===== src/hw/lsg_pkg.sv =====
/*
  constants and carrier types for the lcd-shared gpio ports.
  assumes a byte-wide register port with a 9-bit address.
*/
package lsg_pkg;
  // ----------------------------------------------------------------
  // register addresses
  // ----------------------------------------------------------------
  localparam logic [8:0] ADDR_C_DATA = 9'h007;
  localparam logic [8:0] ADDR_D_DATA = 9'h008;
  localparam logic [8:0] ADDR_E_DATA = 9'h009;
  localparam logic [8:0] ADDR_C_DIR = 9'h087;
  localparam logic [8:0] ADDR_D_DIR = 9'h088;
  localparam logic [8:0] ADDR_E_DIR = 9'h089;
  localparam logic [8:0] ADDR_SEG_EN = 9'h10d;
  // ----------------------------------------------------------------
  // widths and reset values
  // ----------------------------------------------------------------
  localparam int C_W = 6;
  localparam int D_LOW_W = 5;
  localparam int D_W = 8;
  localparam int E_W = 8;
  localparam logic [5:0] C_DIR_RST = 6'h3f;
  localparam logic [5:0] C_DATA_RST = 6'h00;
  localparam logic [7:0] D_DIR_RST = 8'hff;
  localparam logic [7:0] D_DATA_RST = 8'h00;
  localparam logic [7:0] E_DIR_RST = 8'hff;
  localparam logic [7:0] SEG_EN_RST = 8'hff;
  localparam logic [7:0] RD_ZERO = 8'h00;
  // ----------------------------------------------------------------
  // segment-enable bit positions
  // ----------------------------------------------------------------
  localparam int SEG_EN_LOW_BIT = 0;
  localparam int SEG_EN_B_BIT = 1;
  localparam int SEG_EN_C_BIT = 2;
  localparam int SEG_EN_D_BIT = 6;
  localparam int SEG_EN_UPPER_BIT = 7;
  // ----------------------------------------------------------------
  // lcd segment and common numbering
  // ----------------------------------------------------------------
  localparam int D_UPPER_SEG_BASE = 24;
  localparam int D_UPPER_COM_BASE = 8;
  localparam int E_SEG_BASE = 5;
  localparam int E_TOP_SEG = 27;

  typedef struct packed {
    logic [8:0] addr;
    logic [7:0] wdata;
    logic wr;
    logic rd;
  } lsg_bus_type;
endpackage : lsg_pkg


===== src/hw/lsg_sync3.sv =====
/*
  three-stage pin synchroniser with agreement filter.
  assumes asynchronous pin inputs and one clock.
*/
`timescale 1ns/1ps
`default_nettype none
module lsg_sync3 #(
  parameter int W = 8
) (
  input wire logic ref_clk,
  input wire logic rst_n,
  input wire logic [W-1:0] pin_async,
  output logic [W-1:0] level
);
  logic [W-1:0] s1_ff;
  logic [W-1:0] s2_ff;
  logic [W-1:0] s3_ff;
  logic [W-1:0] level_ff;

  always_ff @(posedge ref_clk)
  begin
    if (!rst_n)
    begin
      s1_ff <= '0;
      s2_ff <= '0;
      s3_ff <= '0;
    end
    else
    begin
      s1_ff <= pin_async;
      s2_ff <= s1_ff;
      s3_ff <= s2_ff;
    end
  end

  // a change counts once the second and third stages agree
  for (genvar i = 0; i < W; i++)
  begin : g_filt
    always_ff @(posedge ref_clk)
    begin
      if (!rst_n)
        level_ff[i] <= 1'b0;
      else if (s2_ff[i] == s3_ff[i])
        level_ff[i] <= s3_ff[i];
    end
  end

  assign level = level_ff;
endmodule : lsg_sync3
`default_nettype wire


===== src/hw/lsg_pin_drv.sv =====
/*
  registered pin driver: lcd drive wins over digital drive.
  assumes oe_n low means the pin is driven.
*/
`timescale 1ns/1ps
`default_nettype none
module lsg_pin_drv #(
  parameter int W = 8
) (
  input wire logic ref_clk,
  input wire logic rst_n,
  input wire logic [W-1:0] dig_out,
  input wire logic [W-1:0] dig_in_mode,
  input wire logic [W-1:0] lcd_on,
  input wire logic [W-1:0] lcd_data,
  output logic [W-1:0] pin_out,
  output logic [W-1:0] pin_oe_n
);
  logic [W-1:0] out_ff;
  logic [W-1:0] oe_n_ff;

  for (genvar i = 0; i < W; i++)
  begin : g_pin
    always_ff @(posedge ref_clk)
    begin
      if (!rst_n)
      begin
        out_ff[i] <= 1'b0;
        oe_n_ff[i] <= 1'b1;
      end
      else if (lcd_on[i])
      begin
        out_ff[i] <= lcd_data[i];
        oe_n_ff[i] <= 1'b0;
      end
      else
      begin
        out_ff[i] <= dig_out[i];
        oe_n_ff[i] <= dig_in_mode[i];
      end
    end
  end

  assign pin_out = out_ff;
  assign pin_oe_n = oe_n_ff;
endmodule : lsg_pin_drv
`default_nettype wire


===== src/hw/lsg_ports.sv =====
/*
  three gpio ports, two of them shared with lcd drivers,
  with direction and segment-enable registers.
  assumes a cpu register port on ref_clk, pins outside,
  an lcd waveform source and on-chip peripherals.
*/
`timescale 1ns/1ps
`default_nettype none
//
// Contract
// RQ1 - second port eight bits, schmitt inputs
// RQ2 - second port bits 0-4 gpio or segment
// RQ3 - second port bits 5-7 never outputs
// RQ4 - second direction steers bits 0-4 only
// RQ5 - power-on: lcd drive, segment enables ones
// RQ6 - software clears segment enable for digital
// RQ7 - set segment enable overrides direction bits
// RQ8 - third port input only, lcd shared
// RQ9 - second port pin to segment/common map
// RQ10 - third port segment map, pin7 64-pin absent
// RQ11 - first port bits 6,7 read zero
// RQ12 - first bits 0,1 share timer oscillator
// RQ13 - first bit 2 shares capture/compare
// RQ14 - first bits 3-5 share serial port
// RQ15 - first port reset: latch kept, dir ones
// RQ16 - direction set means input, clear drives
// RQ17 - data read gives pins, write latches
// RQ18 - enabled peripheral overrides first direction
// RQ19 - input-only pins read when enable clear
// RQ20 - core clock access, power-on reset values
module lsg_ports #(
  parameter bit PKG_64PIN = 1'b0
) (
  input wire logic ref_clk,
  input wire logic rst_n,
  input wire logic warm_rst_n,
  input wire logic [8:0] reg_addr,
  input wire logic [7:0] reg_wdata,
  input wire logic reg_wr,
  input wire logic reg_rd,
  output logic [7:0] reg_rdata,
  input wire logic [5:0] c_pin_in,
  output logic [5:0] c_pin_out,
  output logic [5:0] c_pin_oe_n,
  input wire logic [5:0] c_periph_en,
  input wire logic [5:0] c_periph_drive,
  input wire logic [5:0] c_periph_dout,
  output logic [5:0] c_periph_din,
  input wire logic [7:0] d_pin_in,
  output logic [7:0] d_pin_out,
  output logic [7:0] d_pin_oe_n,
  input wire logic [7:0] e_pin_in,
  output logic [7:0] e_pin_out,
  output logic [7:0] e_pin_oe_n,
  input wire logic [31:0] lcd_seg_data,
  input wire logic [3:0] lcd_com_data,
  input wire logic lcd_com_sel
);
  // ----------------------------------------------------------------
  // state
  // ----------------------------------------------------------------
  lsg_pkg::lsg_bus_type bus;
  logic [5:0] c_data_ff;
  logic [5:0] c_dir_ff;
  logic [7:0] d_data_ff;
  logic [7:0] d_dir_ff;
  logic [7:0] e_dir_ff;
  logic [7:0] seg_en_ff;
  logic [7:0] rdata_ff;
  logic [7:0] nxt_rdata;
  logic [21:0] lvl;
  logic [5:0] c_lvl;
  logic [7:0] d_lvl;
  logic [7:0] e_lvl;
  logic [7:0] d_cov;
  logic [7:0] e_cov;
  logic [7:0] d_lcd;
  logic [7:0] e_lcd;
  logic [7:0] e_on;
  logic [5:0] c_dout;
  logic [5:0] c_dmode;
  logic [7:0] d_dmode;

  assign bus = '{addr: reg_addr, wdata: reg_wdata,
                 wr: reg_wr, rd: reg_rd};

  // ----------------------------------------------------------------
  // pin inputs through the synchroniser
  // ----------------------------------------------------------------
  // all pins model schmitt-buffered inputs; see RQ1
  lsg_sync3 #(.W(22)) u_sync (
    .ref_clk(ref_clk),
    .rst_n(rst_n),
    .pin_async({e_pin_in, d_pin_in, c_pin_in}),
    .level(lvl)
  );
  assign c_lvl = lvl[5:0];
  assign d_lvl = lvl[13:6];
  assign e_lvl = lvl[21:14];
  assign c_periph_din = c_lvl;

  // ----------------------------------------------------------------
  // register writes
  // ----------------------------------------------------------------
  // latch survives warm reset; see RQ15
  always_ff @(posedge ref_clk)
  begin
    if (!rst_n)
      c_data_ff <= lsg_pkg::C_DATA_RST;
    else if (bus.wr && bus.addr == lsg_pkg::ADDR_C_DATA)
      c_data_ff <= bus.wdata[5:0]; // see RQ17
  end

  always_ff @(posedge ref_clk)
  begin
    if (!rst_n || !warm_rst_n)
      c_dir_ff <= lsg_pkg::C_DIR_RST; // see RQ15
    else if (bus.wr && bus.addr == lsg_pkg::ADDR_C_DIR)
      c_dir_ff <= bus.wdata[5:0];
  end

  always_ff @(posedge ref_clk)
  begin
    if (!rst_n || !warm_rst_n)
      d_data_ff <= lsg_pkg::D_DATA_RST; // see RQ20
    else if (bus.wr && bus.addr == lsg_pkg::ADDR_D_DATA)
      d_data_ff <= bus.wdata; // see RQ17
  end

  always_ff @(posedge ref_clk)
  begin
    if (!rst_n || !warm_rst_n)
      d_dir_ff <= lsg_pkg::D_DIR_RST; // see RQ20
    else if (bus.wr && bus.addr == lsg_pkg::ADDR_D_DIR)
      d_dir_ff <= bus.wdata;
  end

  // stored only: the third port never drives digitally
  always_ff @(posedge ref_clk)
  begin
    if (!rst_n || !warm_rst_n)
      e_dir_ff <= lsg_pkg::E_DIR_RST;
    else if (bus.wr && bus.addr == lsg_pkg::ADDR_E_DIR)
      e_dir_ff <= bus.wdata;
  end

  always_ff @(posedge ref_clk)
  begin
    if (!rst_n || !warm_rst_n)
      seg_en_ff <= lsg_pkg::SEG_EN_RST; // see RQ5
    else if (bus.wr && bus.addr == lsg_pkg::ADDR_SEG_EN)
      seg_en_ff <= bus.wdata; // see RQ6
  end

  // ----------------------------------------------------------------
  // segment-enable coverage per pin
  // ----------------------------------------------------------------
  for (genvar i = 0; i < lsg_pkg::D_W; i++)
  begin : g_dmap
    if (i < lsg_pkg::D_LOW_W)
    begin : g_lo
      assign d_cov[i] = seg_en_ff[lsg_pkg::SEG_EN_LOW_BIT];
      assign d_lcd[i] = lcd_seg_data[i]; // see RQ9
      // direction only counts when digital; see RQ4
      assign d_dmode[i] = d_dir_ff[i];
    end
    else
    begin : g_hi
      assign d_cov[i] = seg_en_ff[lsg_pkg::SEG_EN_UPPER_BIT];
      // pins 5..7 are seg 29..31 or com 3..1; see RQ9
      assign d_lcd[i] = lcd_com_sel
                        ? lcd_com_data[lsg_pkg::D_UPPER_COM_BASE - i]
                        : lcd_seg_data[lsg_pkg::D_UPPER_SEG_BASE + i];
      assign d_dmode[i] = 1'b1; // see RQ3
    end
  end

  for (genvar i = 0; i < lsg_pkg::E_W; i++)
  begin : g_emap
    if (i < 4)
    begin : g_b
      assign e_cov[i] = seg_en_ff[lsg_pkg::SEG_EN_B_BIT];
      assign e_lcd[i] = lcd_seg_data[lsg_pkg::E_SEG_BASE + i];
      assign e_on[i] = e_cov[i];
    end
    else if (i < 7)
    begin : g_c
      assign e_cov[i] = seg_en_ff[lsg_pkg::SEG_EN_C_BIT];
      assign e_lcd[i] = lcd_seg_data[lsg_pkg::E_SEG_BASE + i];
      assign e_on[i] = e_cov[i];
    end
    else
    begin : g_d
      // top pin is seg 27, missing on the small package; see RQ10
      assign e_cov[i] = seg_en_ff[lsg_pkg::SEG_EN_D_BIT];
      assign e_lcd[i] = lcd_seg_data[lsg_pkg::E_TOP_SEG];
      assign e_on[i] = e_cov[i] && !PKG_64PIN;
    end
  end

  // ----------------------------------------------------------------
  // first port peripheral override
  // ----------------------------------------------------------------
  // bit0/1 timer osc, bit2 capture/compare, bit3-5 serial port;
  // the owning peripheral forces direction and data
  for (genvar i = 0; i < lsg_pkg::C_W; i++)
  begin : g_cmux
    assign c_dout[i] = c_periph_en[i] ? c_periph_dout[i]
                                      : c_data_ff[i]; // see RQ12
    assign c_dmode[i] = c_periph_en[i] ? !c_periph_drive[i]
                                       : c_dir_ff[i]; // see RQ18
  end

  // ----------------------------------------------------------------
  // pin drivers
  // ----------------------------------------------------------------
  // direction 1 leaves the pin undriven; see RQ16
  lsg_pin_drv #(.W(lsg_pkg::C_W)) u_c_drv (
    .ref_clk(ref_clk),
    .rst_n(rst_n),
    .dig_out(c_dout), // see RQ13
    .dig_in_mode(c_dmode), // see RQ14
    .lcd_on(6'h00),
    .lcd_data(6'h00),
    .pin_out(c_pin_out),
    .pin_oe_n(c_pin_oe_n)
  );

  // set enable wins over direction; see RQ7
  lsg_pin_drv #(.W(lsg_pkg::D_W)) u_d_drv (
    .ref_clk(ref_clk),
    .rst_n(rst_n),
    .dig_out(d_data_ff), // see RQ2
    .dig_in_mode(d_dmode),
    .lcd_on(d_cov),
    .lcd_data(d_lcd),
    .pin_out(d_pin_out),
    .pin_oe_n(d_pin_oe_n)
  );

  lsg_pin_drv #(.W(lsg_pkg::E_W)) u_e_drv (
    .ref_clk(ref_clk),
    .rst_n(rst_n),
    .dig_out(8'h00),
    .dig_in_mode(8'hff), // see RQ8
    .lcd_on(e_on),
    .lcd_data(e_lcd),
    .pin_out(e_pin_out),
    .pin_oe_n(e_pin_oe_n)
  );

  // ----------------------------------------------------------------
  // register reads
  // ----------------------------------------------------------------
  always_comb
  begin
    nxt_rdata = lsg_pkg::RD_ZERO;
    unique case (bus.addr)
      lsg_pkg::ADDR_C_DATA: nxt_rdata = {2'h0, c_lvl}; // see RQ11
      lsg_pkg::ADDR_C_DIR: nxt_rdata = {2'h0, c_dir_ff};
      // upper bits read the pin only as digital input; see RQ19
      lsg_pkg::ADDR_D_DATA: nxt_rdata = d_lvl & ~{d_cov[7:5], 5'h00};
      lsg_pkg::ADDR_D_DIR: nxt_rdata = d_dir_ff;
      lsg_pkg::ADDR_E_DATA: nxt_rdata = e_lvl & ~e_cov;
      lsg_pkg::ADDR_E_DIR: nxt_rdata = e_dir_ff;
      lsg_pkg::ADDR_SEG_EN: nxt_rdata = seg_en_ff;
      default: nxt_rdata = lsg_pkg::RD_ZERO;
    endcase
    if (PKG_64PIN)
      nxt_rdata[7] = nxt_rdata[7] && bus.addr != lsg_pkg::ADDR_E_DATA;
  end

  // data stand only in the cycle after the strobe; see RQ20
  always_ff @(posedge ref_clk)
  begin
    if (!rst_n)
      rdata_ff <= lsg_pkg::RD_ZERO;
    else if (bus.rd)
      rdata_ff <= nxt_rdata; // see RQ17
    else
      rdata_ff <= lsg_pkg::RD_ZERO;
  end

  assign reg_rdata = rdata_ff;

  // ----------------------------------------------------------------
  // assertions
  // ----------------------------------------------------------------
  a_lcd_low_drive: assert property (@(posedge ref_clk)
    disable iff (!rst_n || !warm_rst_n)
    seg_en_ff[0] |=> !d_pin_oe_n[0] && d_pin_out[0] == $past(lcd_seg_data[0])) // see RQ7
    else $error("low segment pin not lcd driven");

  a_upper_no_out: assert property (@(posedge ref_clk)
    disable iff (!rst_n)
    !seg_en_ff[7] |=> d_pin_oe_n[7:5] == 3'h7) // see RQ3
    else $error("upper second-port pin driven as digital");

  a_d_dir_follow: assert property (@(posedge ref_clk)
    disable iff (!rst_n || !warm_rst_n)
    !seg_en_ff[0] |=> d_pin_oe_n[4:0] == $past(d_dir_ff[4:0])) // see RQ4
    else $error("second-port direction not applied");

  a_c_upper_zero: assert property (@(posedge ref_clk)
    disable iff (!rst_n)
    bus.rd && (bus.addr == lsg_pkg::ADDR_C_DATA || bus.addr == lsg_pkg::ADDR_C_DIR)
    |=> reg_rdata[7:6] == 2'h0) // see RQ11
    else $error("first-port upper bits not zero");

  a_reset_values: assert property (@(posedge ref_clk)
    $rose(rst_n) |-> seg_en_ff == 8'hff && c_dir_ff == 6'h3f
      && d_dir_ff == 8'hff) // see RQ5
    else $error("reset values wrong");

  a_periph_force: assert property (@(posedge ref_clk)
    disable iff (!rst_n)
    c_periph_en[2] && c_periph_drive[2]
    |=> !c_pin_oe_n[2] && c_pin_out[2] == $past(c_periph_dout[2])) // see RQ18
    else $error("peripheral did not take the pin");

  a_c_latch_out: assert property (@(posedge ref_clk)
    disable iff (!rst_n || !warm_rst_n)
    !c_periph_en[0] && !c_dir_ff[0]
    |=> !c_pin_oe_n[0] && c_pin_out[0] == $past(c_data_ff[0])) // see RQ16
    else $error("output latch not on pin");

  a_e_read_mask: assert property (@(posedge ref_clk)
    disable iff (!rst_n)
    bus.rd && bus.addr == lsg_pkg::ADDR_E_DATA && seg_en_ff[1]
    |=> reg_rdata[3:0] == 4'h0) // see RQ19
    else $error("third port read while lcd owned");

  a_d_write: assert property (@(posedge ref_clk)
    disable iff (!rst_n || !warm_rst_n)
    bus.wr && bus.addr == lsg_pkg::ADDR_D_DATA
    |=> d_data_ff == $past(bus.wdata)) // see RQ17
    else $error("data write not latched");

  a_d_pin_read: assert property (@(posedge ref_clk)
    disable iff (!rst_n)
    bus.rd && bus.addr == lsg_pkg::ADDR_D_DATA
    |=> reg_rdata[4:0] == $past(d_lvl[4:0])) // see RQ1
    else $error("second port read not pin level");

  a_e_input_only: assert property (@(posedge ref_clk)
    disable iff (!rst_n)
    !e_on[0] |=> e_pin_oe_n[0]) // see RQ8
    else $error("third port pin driven digitally");

  a_small_pkg: assert property (@(posedge ref_clk)
    disable iff (!rst_n)
    PKG_64PIN |=> e_pin_oe_n[7]) // see RQ10
    else $error("absent pin driven");
endmodule : lsg_ports
`default_nettype wire


===== config.mk =====
export PLATFORM = sky130hd
export DESIGN_NAME = lsg_ports
export DESIGN_NICKNAME = d
export VERILOG_FILES = /design/src/hw/lsg_pkg.sv /design/src/hw/lsg_sync3.sv /design/src/hw/lsg_pin_drv.sv /design/src/hw/lsg_ports.sv
export SDC_FILE = /design/constraint.sdc
export NUM_CORES = 1
export LEC_CHECK = 0
export ABC_AREA = 1
export ABC_CLOCK_PERIOD_IN_PS = 1700
export BUFFER_PORTS_ARGS = -buffer_cell sky130_fd_sc_hd__buf_2
export CORE_MARGIN = 2
export CORE_UTILIZATION = 53
export DETAILED_ROUTE_END_ITERATION = 12
export GPL_TIMING_DRIVEN = 0
export PLACE_DENSITY = 0.86
export SYNTH_ARGS = -nofsm -noshare
export SYNTH_HDL_FRONTEND = slang
export SYNTH_SLANG_ARGS = --single-unit

===== constraint.sdc =====
create_clock -name ref_clk -period 1.7 [get_ports ref_clk]
set_input_delay 0.51 -clock ref_clk [delete_from_list [all_inputs] [get_ports ref_clk]]
set_output_delay 0.51 -clock ref_clk [all_outputs]
set_load 0.1 [all_outputs]

Word level (Yosys, flattened, before mapping)
Index checks and enable logic that the tools add are counted.

Bits in registers: 177. Word-level logic and storage cells: 154. Latch bits: 0. Memories: 0. Bits in read-only memories: 0. Memory bits (writable): 0.

Multipliers: 0. $lt $le $gt $ge: 0. Equal/unequal tests: 29. Divide/modulo/power cells: 0. Muxes and demuxes: 33. Shift-type cells: 0. Bitwise operators: 4. Add/subtract/negate cells: 0. Reduce and logical (&&, ||, !) cells: 19.

Operators by type and width (count): $pmux W8 S7 (1); $mux W1 (32); $eq A9 B8 Y1 const B (3); $eq A1 B1 Y1 (22); $eq A9 B4 Y1 const B (2); $and A8 B8 Y8 (2); $not A8 Y8 (2); $eq A9 B3 Y1 const B (1); $eq A9 B9 Y1 const B (1); $logic_not A1 Y1 (8); $reduce_and A2 Y1 (4); $logic_and A1 B1 Y1 (6); $logic_or A1 B1 Y1 (1).

Longest topological paths before layout
Depth after elaboration: 3. Depth in mapped cells: 11.

By module
Synthesis repeated with hierarchy kept, for this count alone.

Cells, all modules: 886. Area total of the unflattened synthesis: 7104.3 µm².

Modules (own cells, without submodules): lsg_ports (cells an instance 389, instances 1, area an instance 2925.3 µm²); lsg_sync3 (cells an instance 296, instances 1, area an instance 2636.3 µm²); lsg_pin_drv (u_d_drv ...) (cells an instance 73, instances 2, area an instance 556.8 µm²); lsg_pin_drv (u_c_drv) (cells an instance 55, instances 1, area an instance 429.2 µm²).

Least setup slack after synthesis
OpenSTA, ideal clock, no wires.

Path kind: reg2out. Start: reg, netlist name u_e_drv.pin_oe_n[3]. End: out e_pin_oe_n[1]. Path slack: -0.202 ns. Stages on the path, launching flop included: 2. Arrival: 1.392 ns. Cells stage by stage: dfxtp_1 > buf_4.

RTL lines: to (decl) (line lsg_ports.sv:54) `output logic [7:0] e_pin_oe_n,`.

Worst setup path after layout
Start: reg u_d_drv.oe_n_ff[4] (netlist: u_d_drv.pin_oe_n[4]). End: out d_pin_oe_n[4].

RTL lines: from (decl) (line lsg_pin_drv.sv:20) `logic [W-1:0] oe_n_ff;`; from (signal, indexed assignment) (line lsg_pin_drv.sv:39) `oe_n_ff[i] <= dig_in_mode[i];`; to (decl) (line lsg_ports.sv:51) `output logic [7:0] d_pin_oe_n,`.

No word-level cell between the ends.

==> flow_summary.json <==
{
  "place_ws_ps": -323,
  "min_period_over_period_pct": 98.5,
  "synth-seq-area-share_pct": 54.7,
  "layout-drive-gt1-share_pct": 24.9,
  "pin_count": 157,
  "postSynthAreaPerCell_um2": 8.18,
  "reg2reg_slack_ps": 370,
  "dr.pass1.iters": 5,
  "netlist_area_um2": 6470,
  "post_cts_buffers": 0,
  "antenna_cells": 0,
  "status": "finished, final reports clean",
  "critPathLaunchType": "flip-flop",
  "endpoint_kind": "output pin",
  "ys.flop_type": "dfxtp_1",
  "wire_per_inst_um": 14.0,
  "synth_top_cell_area_share_pct": 54.7,
  "max_freq_ghz": 0.597,
  "fillers": 928,
  "crit_slowest_cell": "buf_2",
  "fin_util_pct": 67.3,
  "synth_top_cell_by_area": "dfxtp_1",
  "p_leak_nw": 4.18,
  "dieArea_um2": 13100,
  "nets": 1048,
  "critPathKind": "flip-flop to output pin",
  "maxSlewViolCount": 0,
  "gr-total-overflow": 0,
  "synthTopCellsByArea": "dfxtp_1 (55%), nand2_1 (8.2%), inv_1 (7.7%)",
  "p_per_area_nw_per_um2": 1110,
  "crit_fanout": 1,
  "drc": 0,
  "io_buffers": 139,
  "cts_num_sinks": 177,
  "crit_required_ps": 1190,
  "dp_hpwl_um": 10800,
  "synthCells": 791,
  "ant_nets": 0,
  "syn_nets": 890,
  "die_y_um": 115,
  "cp.arrival_ps": 1160,
  "cts_tree": "done",
  "start_util_pct": 54.1,
  "clkTransAtPathRegs_ps": 70,
  "setup_violations": 0,
  "crit_chain": "buf_2",
  "drt-vias-per-instance": 5.03,
  "ys_seq_elements": 177,
  "numCtsBuffers": 17,
  "total_power_mw": 8.91,
  "grt_max_degree": 17,
  "grt_pass1_wl_um": 24400,
  "synth_cell_types": 28,
  "slew_headroom_pct": 50.9,
  "hp-class": "input pin to flip-flop",
  "die_w_um": 115,
  "clockRootBuffer": "clkbuf_16",
  "yosysWarnings": 0,
  "clock_latency_ps": 440,
  "finalCriticalPeriod_ps": 1670,
  "setup_ws_ps": 25.7,
  "path_delay_family": "buffers and inverters",
  "synth_edf_count": 0,
  "wirelength_um": 15500,
  "first_global_vias": 5254,
  "vias": 5574,
  "cp_num_buf_inv": 1,
  "core-area_um2": 12000,
  "cpPeakStageDelay_ps": 410,
  "tightest_slew_ps": 736,
  "rows": 40,
  "async_flop_share_pct": 0,
  "peakVddDrop_mv": 0.754,
  "cts.path.max_buffers": 2,
  "syn2layout_area_growth_pct": 24.3,
  "place_congestion": 0.895,
  "skew_ps": 8.95,
  "hold_viol_final": 0,
  "h-tree-depth": 4,
  "cap_violations": 0,
  "antenna_found_initial": 0,
  "grt_usage_pct": 24.2,
  "drt-initial-drc-count": 471
}
-- through the flow --
stage               setup TNS, ps  cells  cell area (um2)  hold slack [ps]
floorplan                       0    791             6480              390
finish                          0   1109             8050              250
CTS                             0   1109             8000              245
global placement           -11740   1077             7360              392
global route                -1.88   1109             8050              257
detailed placement         -14380   1077             7360              396
-- cells in the mapped netlist (3+ instances only) --
| cell | n |
|---|---|
| dfxtp_1 | 177 |
| nand2_1 | 141 |
| inv_1 | 132 |
| nor2_1 | 84 |
| a21oi_1 | 62 |
| o21ai_0 | 58 |
| nand3_1 | 21 |
| buf_4 | 13 |
| o211ai_1 | 13 |
| clkbuf_1 | 12 |
| nor3_1 | 12 |
| o21ai_1 | 12 |
| nor2_4 | 8 |
| nand2_2 | 7 |
| o211ai_2 | 7 |
| buf_6 | 6 |
| buf_1 | 4 |
| nand2_4 | 4 |
| a21oi_2 | 3 |
| inv_2 | 3 |
| nand3_4 | 3 |
| nor2_2 | 3 |
-- final timing paths --
path                                   from                             end  cells past startpoint
min                             c_pin_in[1]      u_sync.s1_ff[1]$_SDFF_PN0_                      3
max          u_d_drv.pin_oe_n[4]$_SDFF_PN1_                   d_pin_oe_n[4]                      1
min reg2reg     u_sync.s1_ff[19]$_SDFF_PN0_     u_sync.s2_ff[19]$_SDFF_PN0_                      2
max reg2reg       seg_en_ff[0]$_SDFFE_PP1P_  u_d_drv.pin_oe_n[4]$_SDFF_PN1_                      4
-- flip-flops by register name (all words and copies together), names as in the netlist --
register          cells
c_data_ff             6
c_dir_ff              6
d_data_ff             8
d_dir_ff              8
e_dir_ff              8
reg_rdata             8
seg_en_ff             8
u_c_drv.pin_oe_n      6
u_c_drv.pin_out       6
u_d_drv.pin_oe_n      6
u_d_drv.pin_out       8
u_e_drv.pin_oe_n      3
u_e_drv.pin_out       8
u_sync.level         22
u_sync.s1_ff         22
u_sync.s2_ff         22
u_sync.s3_ff         22
-- power by group --
| part | internal, mW | total, mW | switching [mW] |
|---|---|---|---|
| sequential | 4.26 | 4.30 | 0.0428 |
| combinational | 0.203 | 0.895 | 0.692 |
| clock | 2.06 | 3.71 | 1.64 |
| total | 6.53 | 8.91 | 2.38 |
-- layout make-up --
class,instances,area [um2],share of cell area (%)
clock buffers,18,439,5.46
flip-flops and latches,177,3550,44.2
inverters,137,519,6.45
clock inverters,14,131,1.63
repair buffers,139,807,10.0
plain buffers,37,253,3.14
well taps,147,184,2.29
multi-input cells,440,2160,26.8
-- layout by cell type, fill, tap and decap left out, types with 3 or more instances in the layout --
master      netlist  routed
o21ai_1          12      12
inv_6             0       3
clkinvlp_4        0       7
dfxtp_1         177     169
a21oi_2           3       3
nand2_2           7       7
nor3_1           12      12
buf_8             0       6
inv_2             3       3
o21ai_0          58      58
clkbuf_1         12      12
buf_1             4       4
buf_2             0     114
nand2_1         141     141
a21oi_1          62      62
nand3_1          21      21
clkbuf_4          1       9
o211ai_1         13      13
clkinv_4          1       3
nor2_4            8       8
nor2_2            3       3
inv_1           132     132
clkbuf_16         0      17
dfxtp_2           0       8
buf_4            13      23
nand3_4           3       3
buf_6             6       7
nand2_4           4       4
o211ai_2          7       7
nor2_1           84      84
-- per-layer routing --
| layer | track usage (%) | share of wire (%) | up-vias |
|---|---|---|---|
| met5 | 0 | 0 | - |
| met4 | 11.9 | 3.4 | 0 |
| met3 | 5.66 | 7.1 | 44 |
| met2 | 41.4 | 49 | 238 |
| met1 | 28.5 | 40 | 2526 |
| li1 | - | - | 2766 |
-- kinds of logic (layout without fill, tap and decap cells) --
group	count (synthesis)	after routing	synth area share (%)
flops	177	177	54.7
buf+inv	174	345	11.9
compound gates	155	155	13.5
simple gates	285	285	19.9
-- timing repair --
action,in CTS,in global routing
setup endpoints to repair,17,15
resized for setup,27,16
hold buffers,0,0
No activity file was read; power rests on OpenSTA's default activity.
